==> src/hw/drive_port_pkg.sv <==
// Constants and types for the drive select and control port
package drive_port_pkg;
  // ===========================================================
  // Widths
  localparam int UNIT_COUNT       = 4;
  localparam int HEAD_BITS        = 4;
  localparam int SYNC_STAGES      = 3;
  localparam int CTRL_BITS        = 12;
  // ===========================================================
  // Control input bit positions in the sampled vector
  localparam int POS_SEL_LO       = 0;
  localparam int POS_HEAD_LO      = 4;
  localparam int POS_WGATE        = 8;
  localparam int POS_STEP         = 9;
  localparam int POS_DIR          = 10;
  localparam int POS_RECOV        = 11;
  // ===========================================================
  // Reset values
  localparam logic [CTRL_BITS-1:0] CTRL_RESET = 12'hFFF;
  localparam logic [1:0]           UNIT_RESET = 2'h0;
  // ===========================================================
  // Startup sequence states
  typedef enum logic [1:0] {
    ST_RESET  = 2'b00,
    ST_SETTLE = 2'b01,
    ST_RUN    = 2'b10
  } start_state_t;
endpackage

==> src/hw/sync_if.sv <==
// Carrier between the pin synchroniser and the port logic
`timescale 1ns/1ns
interface sync_if;
  logic [drive_port_pkg::CTRL_BITS-1:0] raw;
  logic [drive_port_pkg::CTRL_BITS-1:0] clean;
  modport sync (input raw, output clean);
  modport user (output raw, input clean);
endinterface

==> src/hw/pin_sync.sv <==
// Three-stage synchroniser with agreement filter for cable inputs
`timescale 1ns/1ns
module pin_sync #(
  parameter int WIDTH = drive_port_pkg::CTRL_BITS
) (
  // Clock and reset
  input  wire logic clk_sys_i,
  input  wire logic sys_rst_i,
  // Pins in, clean levels out
  sync_if.sync      pins
);
  import drive_port_pkg::*;

  logic [WIDTH-1:0] s1_reg, s2_reg, s3_reg, clean_reg;
  logic [WIDTH-1:0] clean_next;

  // Stage resets and the carrier are sized to the control vector
  if (WIDTH != CTRL_BITS) begin : g_width_check
    $error("pin_sync width must match the control vector");
  end

  // ===========================================================
  // Filter: take a change once stages two and three agree
  always_comb begin
    for (int i = 0; i < WIDTH; i++) begin
      clean_next[i] = (s2_reg[i] == s3_reg[i]) ? s2_reg[i] : clean_reg[i];
    end
  end

  always_ff @(posedge clk_sys_i or posedge sys_rst_i) begin
    if (sys_rst_i) begin
      s1_reg    <= CTRL_RESET;
      s2_reg    <= CTRL_RESET;
      s3_reg    <= CTRL_RESET;
      clean_reg <= CTRL_RESET;
    end else begin
      s1_reg    <= pins.raw;
      s2_reg    <= s1_reg;
      s3_reg    <= s2_reg;
      clean_reg <= clean_next;
    end
  end

  assign pins.clean = clean_reg;
endmodule

==> src/hw/drive_select_and_control_port.sv <==
// Drive-side unit select, status gating and write fault port
`timescale 1ns/1ns
module drive_select_and_control_port #(
  parameter int UNITS = drive_port_pkg::UNIT_COUNT
) (
  // Clock and reset
  input  wire logic                                clk_sys_i,
  input  wire logic                                sys_rst_i,
  // Cable control inputs, active low
  input  wire logic [drive_port_pkg::UNIT_COUNT-1:0] unit_sel_n_i,
  input  wire logic [drive_port_pkg::HEAD_BITS-1:0]  head_sel_n_i,
  input  wire logic                                write_gate_n_i,
  input  wire logic                                step_n_i,
  input  wire logic                                dir_in_n_i,
  input  wire logic                                recovery_n_i,
  // Configuration jumpers
  input  wire logic [1:0]                          config_shunt_unit_i,
  input  wire logic                                config_shunt_radial_i,
  input  wire logic                                fault_latch_jumper_i,
  input  wire logic                                config_shunt_clr_i,
  input  wire logic                                supply_fault_jumper_i,
  input  wire logic                                config_shunt_recov_i,
  // Internal drive status, active high
  input  wire logic                                seek_done_i,
  input  wire logic                                track_zero_i,
  input  wire logic                                index_i,
  input  wire logic                                ready_i,
  input  wire logic                                fault_cause_i,
  input  wire logic                                supply_unsafe_condition_i,
  // Cable status outputs, open collector, oe low drives
  output logic                                     seek_done_oe_n_o,
  output logic                                     track_zero_oe_n_o,
  output logic                                     write_fault_oe_n_o,
  output logic                                     index_oe_n_o,
  output logic                                     ready_oe_n_o,
  output logic                                     selected_oe_n_o,
  // Decoded controls to drive internals
  output logic                                     selected_o,
  output logic [drive_port_pkg::HEAD_BITS-1:0]     head_num_o,
  output logic                                     write_enable_o,
  output logic                                     read_enable_o,
  output logic                                     step_o,
  output logic                                     dir_in_o,
  output logic                                     microstep_o,
  output logic                                     activity_led_o,
  output logic                                     write_fault_o
);
  import drive_port_pkg::*;

  if (UNITS != UNIT_COUNT) begin : g_unit_check
    $error("unit count must be four");
  end

  // ===========================================================
  // Input synchronisation
  sync_if cable ();
  logic [CTRL_BITS-1:0] c;

  assign cable.raw = {recovery_n_i, dir_in_n_i, step_n_i, write_gate_n_i,
                      head_sel_n_i, unit_sel_n_i};

  pin_sync #(.WIDTH(CTRL_BITS)) u_sync (
    .clk_sys_i (clk_sys_i),
    .sys_rst_i (sys_rst_i),
    .pins      (cable)
  );
  assign c = cable.clean;

  // ===========================================================
  // Jumper capture after reset release
  start_state_t st_reg, st_next;
  logic [1:0]   unit_reg, unit_next;
  logic         radial_reg, radial_next;
  logic         latch_reg, latch_next;
  logic         clr_reg, clr_next;
  logic         supply_reg, supply_next;
  logic         recov_reg, recov_next;

  always_comb begin
    st_next     = st_reg;
    unit_next   = unit_reg;
    radial_next = radial_reg;
    latch_next  = latch_reg;
    clr_next    = clr_reg;
    supply_next = supply_reg;
    recov_next  = recov_reg;
    case (st_reg)
      ST_RESET: begin
        st_next = ST_SETTLE;
      end
      ST_SETTLE: begin
        unit_next   = config_shunt_unit_i;
        radial_next = config_shunt_radial_i;
        latch_next  = fault_latch_jumper_i;
        clr_next    = config_shunt_clr_i;
        supply_next = supply_fault_jumper_i;
        recov_next  = config_shunt_recov_i;
        st_next     = ST_RUN;
      end
      ST_RUN: begin
        st_next = ST_RUN;
      end
      default: begin
        st_next = ST_RESET;
      end
    endcase
  end

  always_ff @(posedge clk_sys_i or posedge sys_rst_i) begin
    if (sys_rst_i) begin
      st_reg     <= ST_RESET;
      unit_reg   <= UNIT_RESET;
      radial_reg <= 1'b0;
      latch_reg  <= 1'b0;
      clr_reg    <= 1'b0;
      supply_reg <= 1'b0;
      recov_reg  <= 1'b0;
    end else begin
      st_reg     <= st_next;
      unit_reg   <= unit_next;
      radial_reg <= radial_next;
      latch_reg  <= latch_next;
      clr_reg    <= clr_next;
      supply_reg <= supply_next;
      recov_reg  <= recov_next;
    end
  end

  // ===========================================================
  // Selection and control decode
  logic run, sel, wgate, fault_now;
  logic latched_reg, latched_next;
  logic [HEAD_BITS-1:0] head_reg, head_next;

  assign run = (st_reg == ST_RUN);
  // Only the jumpered select line counts; radial forces selection
  assign sel = run & (radial_reg |
               ~c[POS_SEL_LO + unit_reg]);
  assign wgate = sel & ~c[POS_WGATE];

  // Head code only follows the cable while not writing
  always_comb begin
    head_next = head_reg;
    if (sel && !wgate) begin
      head_next = ~c[POS_HEAD_LO +: HEAD_BITS];
    end
  end

  // Fault source: write path fault, or unsafe supply when jumpered
  always_comb begin
    fault_now = (wgate & fault_cause_i) |
                (supply_reg & supply_unsafe_condition_i);
    latched_next = latched_reg;
    if (!latch_reg || !run) begin
      latched_next = 1'b0;
    end else if (fault_now) begin
      latched_next = 1'b1;
    end else if (clr_reg && !sel && !fault_cause_i) begin
      latched_next = 1'b0;
    end
    // Without the clear jumper only reset drops the latch
  end

  // ===========================================================
  // Output registers
  logic wf;
  assign wf = fault_now | latched_reg;

  always_ff @(posedge clk_sys_i or posedge sys_rst_i) begin
    if (sys_rst_i) begin
      latched_reg        <= 1'b0;
      head_reg           <= '0;
      seek_done_oe_n_o   <= 1'b1;
      track_zero_oe_n_o  <= 1'b1;
      write_fault_oe_n_o <= 1'b1;
      index_oe_n_o       <= 1'b1;
      ready_oe_n_o       <= 1'b1;
      selected_oe_n_o    <= 1'b1;
      selected_o         <= 1'b0;
      head_num_o         <= '0;
      write_enable_o     <= 1'b0;
      read_enable_o      <= 1'b0;
      step_o             <= 1'b0;
      dir_in_o           <= 1'b0;
      microstep_o        <= 1'b0;
      activity_led_o     <= 1'b0;
      write_fault_o      <= 1'b0;
    end else begin
      latched_reg        <= latched_next;
      head_reg           <= head_next;
      seek_done_oe_n_o   <= ~(sel & seek_done_i);
      track_zero_oe_n_o  <= ~(sel & track_zero_i);
      write_fault_oe_n_o <= ~(sel & wf);
      index_oe_n_o       <= ~(sel & index_i);
      ready_oe_n_o       <= ~(sel & ready_i);
      selected_oe_n_o    <= ~sel;
      selected_o         <= sel;
      head_num_o         <= head_next;
      write_enable_o     <= wgate & ~wf;
      read_enable_o      <= sel & ~wgate;
      step_o             <= sel & ~wgate & ~c[POS_STEP];
      dir_in_o           <= sel & ~c[POS_DIR];
      microstep_o        <= sel & recov_reg & ~c[POS_RECOV];
      activity_led_o     <= sel & ~radial_reg;
      write_fault_o      <= wf;
    end
  end
endmodule

==> config.mk <==
export PLATFORM = sky130hd
export DESIGN_NAME = drive_select_and_control_port
export DESIGN_NICKNAME = d
export VERILOG_FILES = /design/src/hw/drive_port_pkg.sv /design/src/hw/sync_if.sv /design/src/hw/pin_sync.sv /design/src/hw/drive_select_and_control_port.sv
export SDC_FILE = /design/constraint.sdc
export NUM_CORES = 1
export LEC_CHECK = 0
export ABC_AREA = 1
export BUFFER_PORTS_ARGS = -buffer_cell sky130_fd_sc_hd__buf_4
export CAP_MARGIN = 10
export CELL_PAD_IN_SITES_DETAIL_PLACEMENT = 0
export CELL_PAD_IN_SITES_GLOBAL_PLACEMENT = 1
export CORE_MARGIN = 1
export CORE_UTILIZATION = 44
export DETAILED_ROUTE_END_ITERATION = 6
export PLACE_DENSITY = 0.78
export SLEW_MARGIN = 20
export SYNTH_ARGS = -nofsm -noshare
export SYNTH_HDL_FRONTEND = slang
export SYNTH_HIERARCHICAL = 1
export SYNTH_SLANG_ARGS = --single-unit
==> constraint.sdc <==
create_clock -name clk_sys_i -period 1.6 [get_ports clk_sys_i]
set_input_delay 0.24 -clock clk_sys_i [delete_from_list [all_inputs] [get_ports clk_sys_i]]
set_output_delay 0.24 -clock clk_sys_i [all_outputs]
set_load 0.02 [all_outputs]
==> results of run 1 <==
[path summary, 6_finish.rpt]
kind	slack [ps]	to	depth (start not counted)
setup / recovery	320	head_reg[1]	7
hold / removal	10	track_zero_oe_n_o	2
setup reg to reg	320	head_reg[1]	7
hold reg to reg	360	u_sync/s2_reg[1]	0
max in group asynchronous	600	u_sync/s2_reg[3]	4
min in group asynchronous	540	head_reg[0]	4
[power groups by stage]
stage / sequential [uW] / combinational (uW) / clock [uW]
detailed placement: 2260 / 446 / 0
CTS: 2230 / 472 / 1610
finish: 2220 / 462 / 1550
global placement: 2250 / 434 / 0
global route: 2240 / 514 / 1680
floorplan: 2320 / 177 / 0
[cell usage in the layout, fill, tap and decap left out, types with 4 or more instances in the layout]
master	count
o21ai_0	5
o21ai_2	4
nor2_1	18
nand2_1	33
dfstp_2	54
a21oi_1	12
buf_4	46
dfrtp_1	22
clkbuf_8	9
inv_1	24
dlygate4sd3_1	13
[critical path, cell delays in order (launching register included)]
cell	delay [ps]
dfrtp_1	390
inv_1	80
ha_1	310
nand2_8	110
clkinv_8	80
nand2_8	70
nand2_1	90
o21ai_2	50
[final cells by class]
class | count | area (um^2)
fillers | 487 | 2200
flip-flops and latches | 76 | 1970
repair buffers | 60 | 495
multi-input cells | 88 | 487
clock buffers | 9 | 124
inverters | 27 | 114
clock inverters | 7 | 91.3
well taps | 72 | 90.1
[metrics by stage]
| step | power, uW | hold slack (ps) | util, % | instance area [um^2] |
|---|---|---|---|---|
| 3_3_place_gp | 2690 | 346 | 54.3 | 3030 |
| 2_1_floorplan | 2490 | 244 | - | 2570 |
| 5_1_grt | 4440 | 16.4 | 60.5 | 3370 |
| 3_5_place_dp | 2700 | 347 | 54.3 | 3030 |
| 6_report | 4240 | 15.0 | 60.5 | 3370 |
| 4_1_cts | 4310 | 3.25 | 60.5 | 3370 |
[repair_timing]
action,CTS,global route
resized for setup,0,0
endpoints found under the hold margin,34,0
hold buffers,13,0
[metal layers]
| layer | track usage (%) | routed length, um | up-vias |
|---|---|---|---|
| li1 | - | - | 734 |
| met1 | 21.2 | 1860 | 719 |
| met2 | 24.2 | 1950 | 42 |
| met3 | 3.60 | 191 | 9 |
| met4 | 11.7 | 110 | 0 |
| met5 | 0 | 0 | - |
[cell usage after synthesis (all sizes together)]
master	count
nor3	1
nand3	4
mux2	2
clkbuf	1
dfrtp	22
nand2	36
o21ai	9
nand4	2
a21oi	13
ha	3
dfstp	54
clkinv	1
inv	26
nor2	18
[cell families (layout without fill, tap and decap cells)]
logic type | after synthesis | after routing | synth area share [%]
fa+ha+maj | 3 | 3 | 1.46
flops | 76 | 76 | 76.5
mux | 2 | 2 | 0.875
buf+inv | 28 | 103 | 4.57
simple gates | 61 | 61 | 11.6
compound gates | 22 | 22 | 5.01
==> reports/results.tsv, run 1 <==
stage	metric	value	unit
floorplan	Initial Util	46.2	%
global_route	first-pass GRT wire length	7.26	mm
power	Internal Power	3220	uW
sta	Fmax	0.779	GHz
cells_and_area	fin cells	339	
detailed_routing	DR pass1 iterations	4	
sta	period utilization	80.3	%
detailed_routing	Via Count	1504	
clock_network	CTS tree	done	
worst_setup_path	Critical Path RT	1840	ps
worst_setup_path	worst-path fanout max	10	
sta	Rel. slew slack	74.9	%
cells_and_area	P&R area growth vs syn	31.0	%
yosys	Yosys reg bits	76	
detailed_routing	wire length per cell	12.1	um
clock_network	number of H-tree levels	3	
worst_hold_path	Min-Delay Startpoint	track_zero_i	
power	combinational share of power	10.9	%
placed_design	GPL Wtd Cong	0.709	
worst_setup_path	Critical R2R Launch	st_reg[0]	
yosys	area share of the largest cell type after synthesis	55.1	%
power	Sw Pwr	1020	uW
sta	worst setup slack after layout	316	ps
clock_network	postcts setup bufs	0	
detailed_routing	DRC	0	
global_route	Total Routing Usage GR	16.3	%
worst_hold_path	Hold WC Path Type	in -> reg	
global_route	global route total overflow	0	
floorplan	row count	27	
power	power density over cell area	1260	nW/um^2
clock_network	clk_lat worst skew	340	ps
placed_design	hpwl dp	2.73	mm
floorplan	Die Y	78.5	um
worst_setup_path	crit path from	st_reg[0]	
placed_design	Inst Count DP	310	
yosys	Area contributors post-synth	dfstp_2 55%, dfrtp_1 21%, nand2_1 4.8%, inv_1 3.6%, nor2_1 2.6%	
sta	Layout Skew	5.75	ps
clock_network	total CTS buffers	9	
floorplan	I/O pins	45	
yosys	register area share after synthesis	76.5	%
yosys	Synth area leader	dfstp_2	
global_route	pin count of the biggest net entering global routing	33	
yosys	Mean Syn Cell Area	13.4	um^2
clock_network	Root Buffer	clkbuf_8	
worst_setup_path	Critical Path AT	1520	ps
sta	RSZ-0062 raised after global routing	false	
detailed_routing	Routed Antenna Nets	0	
outcome	status	finished clean	
clock_network	clock-pin slew on the worst setup and hold paths	70	ps
cells_and_area	antenna diode count	0	
power	share of power burned in registers	52.4	%
sta	final-report hold violation count	0	
cells_and_area	layout cells sized above 1	49.8	%
floorplan	Die Wd	78.5	um
power	Net Sw Frac	24.0	%
sta	Slew Limit Fails	0	
yosys	synth unique cells	21	
worst_setup_path	critical path class	reg -> reg	
detailed_routing	final wirelength	4.11	mm
yosys	synthesized area	2570	um^2
detailed_routing	Vias/cell	4.44	
sta	Setup violations, final	0	
cells_and_area	fin nets	292	
power	cell leakage power	0.00158	uW
sta	Tmin final	1280	ps
yosys	syn_nets	222	
global_route	initial antenna violation count	0	
power	clock share of power	36.7	%
placed_design	worst slack at placement	316	ps
clock_network	Clock Tree Buf Depth	2	
detailed_routing	DR iter-0 viols	87	
floorplan	core area	5570	um^2
clock_network	Clock Sinks	76	
placed_design	port bufs	44	
floorplan	area of the die	6160	um^2
sta	setup TNS	0	ps
yosys	YS warnings	6	
global_route	vias in the first global route	1539	
run	max-cap violations	0	
power	Max VDD drop	0.652	mV
worst_setup_path	nature of the critical path startpoint	flop	
sta	Worst Max-Slew Pin Slew	376	ps
worst_setup_path	Worst setup EP type	flop	
yosys	Synth Instances	192	
No activity file was read; power rests on OpenSTA's default activity.
==> run 2, diff against run 1 <==
CORE_UTILIZATION = 40   (was 44)
PLACE_DENSITY = 0.74   (was 0.78)
clock period = 1.13 ns   (was 1.6 ns; I/O delays follow)
==> reports/results.tsv, run 2 (synthesized netlist as in run 1, its figures left out) <==
stage	metric	value	unit
placed_design	hpwl dp	2.54	mm
global_route	pin count of the biggest net entering global routing	49	
clock_network	number of H-tree levels	3	
detailed_routing	Routed Antenna Nets	0	
power	cell leakage power	0.00168	uW
clock_network	CTS tree	done	
sta	period utilization	110	%
worst_setup_path	CP cell instances	nand2_2, nand3_2, nand3_4, nand4_1, nand2_1, nor2_1, nor2_1	
clock_network	Root Buffer	clkbuf_8	
sta	Worst Max-Slew Pin Slew	346	ps
detailed_routing	wire length per cell	11.7	um
sta	final-report hold violation count	0	
placed_design	port bufs	44	
sta	Fmax	0.804	GHz
floorplan	I/O pins	45	
detailed_routing	Vias/cell	4.32	
cells_and_area	finished layout cell area	3620	um^2
worst_setup_path	slowest stage delay, CP	540	ps
floorplan	row count	28	
floorplan	Initial Util	42.5	%
floorplan	core area	6060	um^2
detailed_routing	DRC	0	
cells_and_area	commonest non-fill, non-tap cell in the layout	dfstp_2	
outcome	status	complete, but fails checks	
clock_network	total CTS buffers	9	
clock_network	Clock Tree Buf Depth	2	
worst_setup_path	worst-path fanout max	3	
worst_setup_path	Critical Path AT	1470	ps
placed_design	GPL Wtd Cong	0.743	
worst_hold_path	worst hold path depth	3	
sta	Setup violations, final	23	
cells_and_area	antenna diode count	0	
global_route	first-pass GRT wire length	6.74	mm
detailed_routing	DR pass1 iterations	4	
power	Max VDD drop	1.16	mV
worst_setup_path	worst r2r path cells	7	
worst_hold_path	Hold WC Path Type	in -> reg	
sta	RSZ-0062 raised after global routing	true	
sta	Rel. slew slack	76.9	%
global_route	initial antenna violation count	0	
detailed_routing	Via Count	1548	
sta	worst setup slack after layout	-114	ps
worst_setup_path	critical path class	reg -> reg	
sta	Tmin final	1240	ps
run	max-cap violations	0	
floorplan	Die Wd	82.2	um
placed_design	DP Area	3100	um^2
clock_network	clk_lat worst skew	340	ps
floorplan	area of the die	6760	um^2
detailed_routing	DR iter-0 viols	65	
worst_setup_path	Critical Path RT	1360	ps
cells_and_area	fin nets	308	
global_route	vias in the first global route	1482	
sta	Layout Skew	6.74	ps
sta	setup TNS	-1430	ps
worst_setup_path	Worst setup EP type	flop	
cells_and_area	layout cells sized above 1	55.1	%
clock_network	clock-pin slew on the worst setup and hold paths	80	ps
clock_network	Clock Sinks	76	
worst_setup_path	crit-path most repeated cell	nor2_1	
power	power density over cell area	1720	nW/um^2
floorplan	Die Y	82.2	um
sta	Slew Limit Fails	0	
global_route	Total Routing Usage GR	14.1	%
outcome	failing checks	setup timing	
cells_and_area	P&R area growth vs syn	40.5	%
global_route	global route total overflow	0	
detailed_routing	final wirelength	4.19	mm
worst_setup_path	nature of the critical path startpoint	flop	
worst_setup_path	Crit-path slowest cell	dfstp_2	
cells_and_area	commonest cells after routing, fill and taps aside	54 x dfstp_2, 49 x buf_4, 25 x nand2_1, 23 x inv_1, 22 x dfrtp_1	
[run 2: cell types whose count changed in the layout (fill, tap and decap cells not counted), moves of 3 or more]
cell           delta
nand2_2           +8
buf_4             +3
dlygate4sd3_1     +4
buf_6             +7
nand2_1           -8
[run 2: worst paths after layout]
| check | start | endpoint | slack (ps) |
|---|---|---|---|
| max | u_sync/pins.clean[2] | latched_reg | -110 |
| min | config_shunt_unit_i[0] | unit_reg[0] | 30 |
| max reg2reg | u_sync/pins.clean[2] | latched_reg | -110 |
| min reg2reg | u_sync/s1_reg[5] | u_sync/s2_reg[5] | 360 |
| max in group asynchronous | sys_rst_i | selected_oe_n_o | 350 |
| min in group asynchronous | sys_rst_i | read_enable_o | 470 |
[run 2: repair_timing]
action                                  in CTS  in global routing
endpoints found under the hold margin       38                  0
resized for setup                           19                  8
cloned                                       1                  0
endpoints found under the setup margin      26                 27
pin swaps                                    8                  1
setup buffers                                1                  1
hold buffers                                17                  0
[run 2: worst max-delay path, delay by kind of cell, from the launching register on]
family           cells  cell delay, ps
flip-flops           1             540
AND/OR/NAND/NOR      7             590
[run 2: per-stage QoR]
| step | worst slack (ps) | total power (uW) | utilization (%) | hold WS, ps | cells |
|---|---|---|---|---|---|
| after floorplan | -50.5 | 3530 | - | 174 | 192 |
| after global placement | -133 | 3830 | 51.1 | 273 | 322 |
| after detailed placement | -123 | 3850 | 51.1 | 276 | 322 |
| after CTS | -118 | 6280 | 59.1 | 16.3 | 357 |
| after global routing | -183 | 6510 | 59.7 | 29.6 | 358 |
| final | -114 | 6230 | 59.7 | 34.5 | 358 |
[run 2: report_power, final]
part / switching [uW] / total [uW] / leakage [uW] / internal (uW)
Clock: 944 / 2310 / 0.000117 / 1360
Sequential: 120 / 3150 / 0.000831 / 3030
Combinational: 388 / 767 / 0.000734 / 379
[run 2: layout make-up]
class	count	area (um^2)
fill	510	2440
sequential	76	1970
timing repair buffer	75	652
multi-input combinational	89	562
clock buffer	12	155
inverter	27	114
tap	75	93.8
clock inverter	4	71.3
[run 2: routing by layer]
metal  GRT usage, %  wire length (um)  vias up
li1               -                 -      770
met1           18.7              1980      737
met2           20.3              2000       35
met3           5.27               168        6
met4           6.84                51        0
met5              0                 0        -
